<file path="src/core/pas_defs.vh">
/*
 * Constants for the port analog selection block: register offsets,
 * implemented-bit masks, reset values and the port width.
 * Assumes a 32-bit classic Wishbone bus with byte addresses.
 */
// Functional notes
// - select bit 1: analog, digital read off
// - select bit 0: digital, digital read on
// - digital input valid one instruction cycle later
// - implemented select bits read/write, reset to 1
// - unimplemented bits ignore writes, read 0
// - port A implements bits 7:6 only
// - port A bits absent on small packages
// - port B implements all sixteen bits
// - port C bit 4 only, large package
// - port D implements bits 11:10
// - port D also implements bits 7:6
// - analog-input pins read 0 in pin value
// - direction 1 is input, reset to input
`ifndef PAS_DEFS_VH
`define PAS_DEFS_VH

// ==========================================================
// register byte offsets
`define PAS_OFS_SEL_A 6'h00
`define PAS_OFS_SEL_B 6'h04
`define PAS_OFS_SEL_C 6'h08
`define PAS_OFS_SEL_D 6'h0C
`define PAS_OFS_DIR_A 6'h10
`define PAS_OFS_DIR_B 6'h14
`define PAS_OFS_DIR_C 6'h18
`define PAS_OFS_DIR_D 6'h1C
`define PAS_OFS_PIN_A 6'h20
`define PAS_OFS_PIN_B 6'h24
`define PAS_OFS_PIN_C 6'h28
`define PAS_OFS_PIN_D 6'h2C

// ==========================================================
// implemented select bits
`define PAS_MASK_A_FULL 16'h00C0
`define PAS_MASK_B 16'hFFFF
`define PAS_MASK_C_FULL 16'h0010
`define PAS_MASK_D 16'h0CC0
`define PAS_MASK_NONE 16'h0000

// ==========================================================
// reset values and widths
`define PAS_SEL_RST 16'hFFFF
`define PAS_DIR_RST 16'hFFFF
`define PAS_PORT_W 16

`endif

</file>
<file path="src/core/pas_top.v">
/*
 * Port analog selection block: four analog select registers, four
 * direction registers and four pin value read ports on classic Wishbone.
 * Assumes pin inputs synchronous to core_clk; one core_clk is one
 * instruction cycle.
 */
`timescale 1ns/1ps
`include "pas_defs.vh"

module pas_top #(
   parameter LARGE_PKG = 1
) (
   // clock, reset, enable
   input wire core_clk,
   input wire rstn,
   input wire clk_en,
   // wishbone slave
   input wire wb_cyc_i,
   input wire wb_stb_i,
   input wire wb_we_i,
   input wire [5:0] wb_adr_i,
   input wire [3:0] wb_sel_i,
   input wire [31:0] wb_dat_i,
   output reg [31:0] wb_dat_o,
   output wire wb_ack_o,
   output wire wb_err_o,
   // pins, ports A..D packed {D,C,B,A}
   input wire [63:0] pin_in,
   output wire [63:0] analog_mode,
   output wire [63:0] pin_dir_in,
   output wire [63:0] dig_in_en
);

   localparam W = `PAS_PORT_W;
   // port A and C bits only exist on the largest package
   localparam [15:0] MASK_A = LARGE_PKG ? `PAS_MASK_A_FULL
                                        : `PAS_MASK_NONE;
   localparam [15:0] MASK_C = LARGE_PKG ? `PAS_MASK_C_FULL
                                        : `PAS_MASK_NONE;
   localparam [63:0] SEL_MASK = {`PAS_MASK_D, MASK_C, `PAS_MASK_B,
                                 MASK_A};

   // ==========================================================
   // address decode
   function [3:0] reg_index;
      input [5:0] adr;
      begin
         reg_index = {2'b00, adr[5:4]} * 4'h4 + {2'b00, adr[3:2]};
      end
   endfunction

   // per-port registers gathered here so each bit has a single driver
   wire [63:0] sel_all;
   wire [63:0] dir_all;
   reg [63:0] pin_q;
   reg ack_q;
   wire req = wb_cyc_i & wb_stb_i & ~ack_q;
   wire [3:0] idx = reg_index(wb_adr_i);
   wire mapped = (idx < 4'hC) & (wb_adr_i[1:0] == 2'b00);
   wire wr = req & wb_we_i & mapped & clk_en;
   reg err_q;

   assign wb_ack_o = ack_q;
   assign wb_err_o = err_q;

   // ==========================================================
   // select and direction registers
   genvar p;
   generate
      for (p = 0; p < 4; p = p + 1) begin : g_port
         wire [15:0] m = SEL_MASK[p*W +: W];
         wire [15:0] lane = {{8{wb_sel_i[1]}}, {8{wb_sel_i[0]}}};
         reg [15:0] sel_q;
         reg [15:0] dir_q;
         always @(posedge core_clk or negedge rstn) begin
            if (!rstn) begin
               sel_q <= `PAS_SEL_RST & m;
               dir_q <= `PAS_DIR_RST;
            end else if (wr && idx == p) begin
               // only implemented bits take the write
               sel_q <= (sel_q & ~(m & lane)) |
                  (wb_dat_i[15:0] & m & lane);
            end else if (wr && idx == p + 4) begin
               dir_q <= (dir_q & ~lane) |
                  (wb_dat_i[15:0] & lane);
            end
         end
         assign sel_all[p*W +: W] = sel_q;
         assign dir_all[p*W +: W] = dir_q;
      end
   endgenerate

   // ==========================================================
   // digital read path
   assign analog_mode = sel_all;
   assign dig_in_en = ~sel_all;
   assign pin_dir_in = dir_all;

   // sampled pins; one cycle settle after a config change
   always @(posedge core_clk or negedge rstn) begin
      if (!rstn) begin
         pin_q <= 64'h0;
      end else if (clk_en) begin
         pin_q <= pin_in & ~sel_all;
      end
   end

   // ==========================================================
   // bus answer, one cycle after request
   always @(posedge core_clk or negedge rstn) begin
      if (!rstn) begin
         ack_q <= 1'b0;
         err_q <= 1'b0;
         wb_dat_o <= 32'h0;
      end else if (clk_en) begin
         ack_q <= req & mapped;
         err_q <= req & ~mapped;
         wb_dat_o <= 32'h0;
         if (req && mapped && !wb_we_i) begin
            case (idx[3:2])
               2'b00: wb_dat_o <= {16'h0000,
                  sel_all[idx[1:0]*W +: W]};
               2'b01: wb_dat_o <= {16'h0000, dir_all[idx[1:0]*W +: W]};
               2'b10: wb_dat_o <= {16'h0000, pin_q[idx[1:0]*W +: W]};
               default: wb_dat_o <= 32'h0;
            endcase
         end
      end else begin
         ack_q <= 1'b0;
         err_q <= 1'b0;
      end
   end

endmodule // pas_top

</file>
<file path="config.mk">
export PLATFORM = sky130hd
export DESIGN_NAME = pas_top
export DESIGN_NICKNAME = d
export VERILOG_FILES = /design/src/core/pas_top.v
export VERILOG_INCLUDE_DIRS = /design/src /design/src/core
export SDC_FILE = /design/constraint.sdc
export NUM_CORES = 1
export LEC_CHECK = 0
export ABC_CLOCK_PERIOD_IN_PS = 2140
export BUFFER_PORTS_ARGS = -buffer_cell sky130_fd_sc_hd__buf_4
export CAP_MARGIN = 20
export CORE_MARGIN = 2
export CORE_UTILIZATION = 49
export CTS_BUF_LIST = sky130_fd_sc_hd__clkbuf_4 sky130_fd_sc_hd__clkbuf_8 sky130_fd_sc_hd__clkbuf_16
export DETAILED_ROUTE_END_ITERATION = 12
export GPL_ROUTABILITY_DRIVEN = 0
export PLACE_DENSITY = 0.91
export SETUP_SLACK_MARGIN = 0.2
export SYNTH_ARGS = -nofsm -noshare
export SYNTH_HDL_FRONTEND = slang
export SYNTH_SLANG_ARGS = --single-unit
</file>
<file path="constraint.sdc">
create_clock -name core_clk -period 2.14 [get_ports core_clk]
set_input_delay 0.214 -clock core_clk [delete_from_list [all_inputs] [get_ports core_clk]]
set_output_delay 0.214 -clock core_clk [all_outputs]
set_load 0.05 [all_outputs]
</file>
# [After elaboration in Yosys (flattened, before gate mapping)]
# Cells that the tools add are included.
[totals] elab_cells=88 register_bits=226 inputBits=112 out_inout_bits=226
[classes] n_bitwise=40 n_reduce_logical=18 shift=3 addsub=1 magnitude_cmp=1 n_mux=4 eq_ne=9
[op_table] op="$shiftx 64x7->16" count=3
[op_table] op="$and 16x16->16" count=9
[op_table] op="$or 16x16->16" count=8
[op_table] op="$and 64x64->64" count=1
[op_table] op="$not 64->64" count=1
[op_table] op="$pmux 16 s3" count=1
[op_table] op="$mux 32" count=1
[op_table] op="$and 12x16->16" count=1
[op_table] op="$and 5x16->16" count=1
[op_table] op="$and 8x16->16" count=1
[op_table] op="$eq 4x3->1 const B" count=4
[op_table] op="$not 12->16" count=1
[op_table] op="$not 16->16" count=1
[op_table] op="$not 5->16" count=1
[op_table] op="$not 8->16" count=1
[op_table] op="$logic_and 1x1->1" count=10
[op_table] op="$and 1x1->1" count=8
[op_table] op="$eq 4x2->1 const B" count=2
[op_table] op="$reduce_and 2->1" count=4
[op_table] op="$not 1->1" count=6
[op_table] op="$add 4x2->4" count=1
[op_table] op="$eq 4x1->1 const B" count=1
[op_table] op="$logic_not 2->1" count=2
[op_table] op="$logic_not 4->1" count=1
[op_table] op="5 further kinds" count=6

# [Logic depth before layout (Yosys ltp)]
# Gate-level depths: netlist of run 1.
[logic_depth] depth_word=8 depth_mapped=8 depth_no_buf=6

# [Worst setup path before layout of run 1]
# No wires, ideal clock.
[synth_timing] kind="reg-to-reg" start="reg ack_q, in the netlist wb_ack_o" end="reg with a tool-made name" stages_incl_launch_ff=6 synth_period_minus_slack_ns=1.946 n_path_buf=1 t_required_ns=2.058 t_arrival_ns=1.864 setup_ns=0.082 slack_ns=0.194 cell_sequence="dfrtp_1 -> and4b_1 -> buf_2 -> nand2_2 -> nor3_4 -> mux2_2"
[synth_rtl] item="start, declared" line="pas_top.v:56" text="reg ack_q;"
[synth_rtl] item="start signal, assigned" line="pas_top.v:116" text="ack_q <= req & mapped;"

==> impl_metrics.tcl, run 1 <==
set metrics [dict create \
    pwr-share-seq_pct 44.8 \
    synthArstFlopShare_pct 100 \
    fmax_ghz 0.531 \
    rsz0062_at_grt "yes" \
    clock-sinks 169 \
    grt_max_degree 104 \
    drt_iter0_markers 453 \
    status "finished clean" \
    min_period_over_period_pct 88.0 \
    antenna_left 0 \
    synthSimpleGateAreaFrac_pct 5.91 \
    place_area_um2 10300 \
    crit_arrival_ns 2.23 \
    clk_pin_slew_ns 0.07 \
    p_int_mw 5.44 \
    worstMarginPinSlew_ns 0.567 \
    power.density_nw_per_um2 705 \
    ys_seq_area_share_pct 50.7 \
    cts_root_buf "clkbuf_16" \
    grt-ovfl-total 0 \
    cp-startpoint "wb_ack_o$_DFF_PN0_" \
    min-delay-start "pin_in[49]" \
    fin_cells 1175 \
    layout-drive-gt1-share_pct 56.2 \
    antenna_found_initial 0 \
    syn-cell-area_um2 8560 \
    setup_viol 0 \
    synth_edf_count 0 \
    cts_tree "yes" \
    cts_made_buffers 17 \
    start_kind "register" \
    drv_cap 0 \
    path_max_fanout 8 \
    synth_top_family_by_area "multiplexers" \
    io_buffers 221 \
    ys_ff_latch 169 \
    dp_hpwl_mm 17.1 \
    diodes 0 \
    final_cell_mix "buf_4, mux2_2, conb_1" \
    fin_area_um2 10900 \
    dieHeight_um 136 \
    muxShareOfSynthArea_pct 17.0 \
    finalSetupTns_ns 0 \
    final_common_cell "buf_4" \
    cp_data_required_time_ns 2.49 \
    ir_drop_mv 0.518 \
    p_comb_share_pct 16.0 \
    period_needed_ns 1.88 \
    hold_class "primary input to register" \
    drv_slew 0 \
    swShare_pct 29.1 \
    grt_pass1_vias 6593 \
    synth-warning-count 0 \
    syn_avg_cell_area_um2 12.0 \
    synth-xor-area-share_pct 0 \
    synthToLayoutAreaGrowth_pct 27.1 \
    p_clk_share_pct 39.2 \
    synthCells 711 \
    ys.flop_type "dfstp_2" \
    leakagePower_nw 4.96 \
    fp.dieW_um 136 \
    start_util_pct 49.8 \
    insertion_delay_ns 0.42 \
    firstDrtPassIters 5 \
    vias 6595 \
    avgRoutedWirePerCell_um 20.9 \
    synth_compound_area_share_pct 13.3 \
    drt_wl_total_mm 24.5 \
    synth_cell_types 47 \
    cts_max_level 4 \
    critPathCaptureType "register" \
    die-area_um2 18500 \
    core_um2 17200 \
    place_inst 1142 \
    cts_buffer_depth 2 \
    max_slew_margin_pct 62.2 \
    skew_ns 0.0105 \
    post-cts-setup-buffers 0 \
    synth_fa_ha_area_share_pct 0.731 \
    drc 0 \
    grt_pass1_wl_mm 36.7 \
    finalNetCount 1054 \
    routed_via_density 5.61 \
    grt.total_usage_pct 26.3 \
    crit_type "register to register" \
    num_rows 48 \
    p_switching_mw 2.23 \
    pin_count 338 \
    r2r-start "wb_ack_o$_DFF_PN0_" \
    hold_viol_final 0 \
]
[logic make-up after synthesis]
logic type                 count (synthesis)
buffers and inverters                    181
other                                      2
and+or+nand+nor                           80
DFF                                      169
adders and majority gates                  5
muxes                                    129
AOI/OAI and AO/OA                        145
[synth_stat cells, types with 6 or more instances]
| cell | n | area share [%] |
|---|---|---|
| buf_4 | 98 | 8.6 |
| a221oi_1 | 43 | 4.4 |
| buf_1 | 11 | 0.48 |
| or3_1 | 10 | 0.73 |
| nand2b_1 | 6 | 0.44 |
| a22oi_1 | 18 | 1.6 |
| a31o_2 | 23 | 2.4 |
| nor2b_1 | 24 | 1.8 |
| dfstp_2 | 87 | 27 |
| mux2_2 | 122 | 16 |
| o221ai_1 | 10 | 1.0 |
| a211oi_1 | 12 | 1.1 |
| a21oi_1 | 20 | 1.2 |
| nor2_2 | 8 | 0.58 |
| nor2_1 | 6 | 0.26 |
| mux2_1 | 6 | 0.79 |
| clkbuf_1 | 28 | 1.2 |
| inv_1 | 41 | 1.8 |
| dfrtp_1 | 82 | 24 |
[critical path: stages (launching register included)]
cell     delay, ns
dfrtp_1       0.37
and4b_1       0.40
nand4_2       0.25
nor2_2        0.18
buf_4         0.23
mux2_2        0.36
[cell type report]
type / count / area (um2)
clock buffers: 20 / 467
clock inverters: 12 / 114
fillers: 1332 / 6300
inverters: 41 / 154
multi-input cells: 457 / 3540
flip-flops and latches: 169 / 4340
well taps: 225 / 282
repair buffers: 251 / 1980
[per-stage QoR]
step	worst slack [ns]	power [mW]	util (%)	hold slack (ns)
2_1_floorplan	0.198	4.42	-	-0.0816
3_3_place_gp	0.190	4.68	59.8	0.225
3_5_place_dp	0.183	4.70	59.8	0.227
4_1_cts	0.237	7.72	63.3	0.00186
5_1_grt	0.185	7.96	63.3	0.00686
6_report	0.258	7.67	63.3	0.0208
[repair_timing]
action | in CTS | in global routing
hold buffers | 1 | 0
resized for setup | 0 | 2
endpoints found under the setup margin | 0 | 4
hold endpoints to repair | 28 | 0
[power groups by stage]
stage / clock [mW] / combinational [mW] / sequential [mW]
2_1_floorplan: 0 / 0.899 / 3.52
3_3_place_gp: 0 / 1.20 / 3.48
3_5_place_dp: 0 / 1.22 / 3.48
4_1_cts: 3.06 / 1.22 / 3.43
5_1_grt: 3.21 / 1.31 / 3.45
6_report: 3.01 / 1.23 / 3.44
[final timing paths]
kind / to / slack (ns) / depth (start not counted)
max in group asynchronous: asynchronous set/reset pin / 1.09 / 3
min reg2reg: pin_q[46]$_DFFE_PN0P_ / 0.51 / 1
min: pin_q[49]$_DFFE_PN0P_ / 0.02 / 2
min in group asynchronous: pin_q[22]$_DFFE_PN0P_ / 0.32 / 2
max reg2reg: register / 0.26 / 5
max: register / 0.26 / 5
[metal layers]
metal | up-vias | wire length, um | GRT usage, %
li1 | 2850 | - | -
met1 | 3350 | 9430 | 32.4
met2 | 360 | 12700 | 45.8
met3 | 35 | 1960 | 6.11
met4 | 0 | 410 | 8.04
met5 | - | 0 | 0
No activity file was read; power rests on OpenSTA's default activity.
==> run 2, diff against run 1 <==
- CORE_UTILIZATION: 49 -> 51
- CTS_BUF_LIST: sky130_fd_sc_hd__clkbuf_4 sky130_fd_sc_hd__clkbuf_8 sky130_fd_sc_hd__clkbuf_16 -> sky130_fd_sc_hd__clkbuf_4
- PLACE_DENSITY: 0.91 -> 0.94
==> run 2 against run 1 <==
Worst hold slack better by 0.017 ns. Utilization is 6.0 points higher. Fmax is 2.6% higher. Power is 13% lower. First-iteration DRC count is 8.6% higher. Sequential share of layout area is 1.9 points lower.
==> impl_metrics.tcl, run 2 (synthesized netlist as in run 1, its figures left out) <==
set metrics [dict create \
    drt_wl_total_mm 26.8 \
    die-area_um2 17800 \
    setup_viol 0 \
    drv_cap 0 \
    hold_class "primary input to asynchronous set/reset pin" \
    p_clk_share_pct 28.1 \
    slowest_delay_ns 0.41 \
    rsz0062_at_grt "no" \
    pwr-share-seq_pct 51.4 \
    hold_viol_final 0 \
    slowest_stage "dfrtp_1" \
    start_kind "register" \
    cp_data_required_time_ns 2.66 \
    firstDrtPassIters 5 \
    dieHeight_um 134 \
    max_slew_margin_pct 63.2 \
    grt_max_degree 104 \
    p_int_mw 4.45 \
    cts_made_buffers 17 \
    grt.total_usage_pct 29.8 \
    power.density_nw_per_um2 585 \
    io_buffers 221 \
    post-place-ws_ns 0.194 \
    ir_drop_mv 0.418 \
    num_rows 47 \
    final_common_cell "buf_4" \
    fmax_ghz 0.545 \
    drv_slew 0 \
    critPathCaptureType "register" \
    fp.dieW_um 134 \
    skew_ns 0.0328 \
    layout-drive-gt1-share_pct 51.9 \
    path_max_fanout 8 \
    antenna_found_initial 2 \
    clk_pin_slew_ns 0.16 \
    worstMarginPinSlew_ns 0.537 \
    final_cell_mix "buf_4, mux2_2, conb_1" \
    path_cells "and4b_2 -> nand2_2 -> nor3_4 -> buf_4 -> mux2_2" \
    p_comb_share_pct 20.5 \
    clock-sinks 169 \
    period_needed_ns 1.83 \
    start_util_pct 52.0 \
    crit_type "register to register" \
    core_um2 16500 \
    cts_root_buf "clkbuf_4" \
    synthToLayoutAreaGrowth_pct 33.5 \
    drc 0 \
    antenna_left 0 \
    grt-ovfl-total 0 \
    finalSetupTns_ns 0 \
    crit_arrival_ns 2.35 \
    drt_iter0_markers 492 \
    finalNetCount 1137 \
    swShare_pct 33.4 \
    grt_pass1_vias 7219 \
    routed_via_density 5.63 \
    crit_buf_inv 1 \
    min_period_over_period_pct 85.7 \
    cts_max_level 4 \
    cts_tree "yes" \
    post-cts-setup-buffers 0 \
    leakagePower_nw 5.18 \
    cts_buffer_depth 2 \
    vias 7065 \
    dp_hpwl_mm 17.1 \
    avgRoutedWirePerCell_um 21.4 \
    p_switching_mw 2.23 \
    status "finished clean" \
    power_mw 6.69 \
    worst_slack_ns 0.306 \
    insertion_delay_ns 0.60 \
    pin_count 338 \
    grt_pass1_wl_mm 40.5 \
    critPathTopFamily "simple AND/OR/NAND/NOR gates" \
]
[run 2: cell types whose count changed in the layout (fill, tap and decap cells not counted), sizes merged]
cell | before | now
diode | 0 | 2
clkbuf | 20 | 18
inv | 45 | 49
clkinv | 6 | 4
dlygate4sd3 | 1 | 83
buf | 250 | 251
[run 2: area by class of cell]
| class | instances | area [um2] |
|---|---|---|
| Multi-Input combinational cell | 457 | 3540 |
| Antenna cell | 2 | 5.00 |
| Clock buffer | 18 | 135 |
| Tap cell | 220 | 275 |
| Fill cell | 1121 | 5050 |
| Clock inverter | 14 | 136 |
| Sequential cell | 169 | 4340 |
| Inverter | 41 | 154 |
| Timing Repair Buffer | 334 | 2830 |
[run 2: power groups by stage]
stage                     clock, mW  combinational [mW]  sequential, mW
final                          1.88                1.37            3.44
after global placement            0                1.20            3.47
after floorplan                   0               0.899            3.52
after detailed placement          0                1.22            3.48
after CTS                      1.90                1.35            3.43
after global routing           2.03                1.44            3.45
[run 2: metal layers]
metal	share of wire (%)	up-vias	GRT usage (%)
met5	0	-	0
li1	-	3023	-
met4	4.0	0	13.5
met2	52	448	51.9
met1	37	3507	35.1
met3	7.5	87	6.89
[run 2: path summary, 6_finish.rpt]
check	startpoint	to	slack, ns	cells past startpoint
worst max-delay path	wb_ack_o$_DFF_PN0_	register	0.31	5
worst min-delay path	rstn	pin_q[6]$_DFFE_PN0P_	0.04	2
worst max register to register	wb_ack_o$_DFF_PN0_	register	0.31	5
worst min register to register	pin_q[15]$_DFFE_PN0P_	pin_q[15]$_DFFE_PN0P_	0.53	1
max in group asynchronous	rstn	asynchronous set/reset pin	1.36	3
min in group core_clk	wb_we_i	wb_dat_o[10]$_DFFE_PN0P_	0.13	5
[run 2: what timing repair did]
item / in CTS / in global routing
setup endpoints to repair: 1 / 27
cloned: 0 / 0
endpoints found under the hold margin: 249 / 0
resized for setup: 1 / 2
hold buffers: 83 / 0
[run 2: stage by stage]
stage | util [%] | hold slack, ns | area, um2 | cells
after detailed placement | 62.6 | 0.110 | 10300 | 1138
after floorplan | - | -0.0816 | 8920 | 807
final | 69.4 | 0.0377 | 11400 | 1255
after global routing | 69.4 | 0.0417 | 11400 | 1255
after global placement | 62.6 | 0.107 | 10300 | 1138
after CTS | 69.3 | 0.00381 | 11400 | 1253
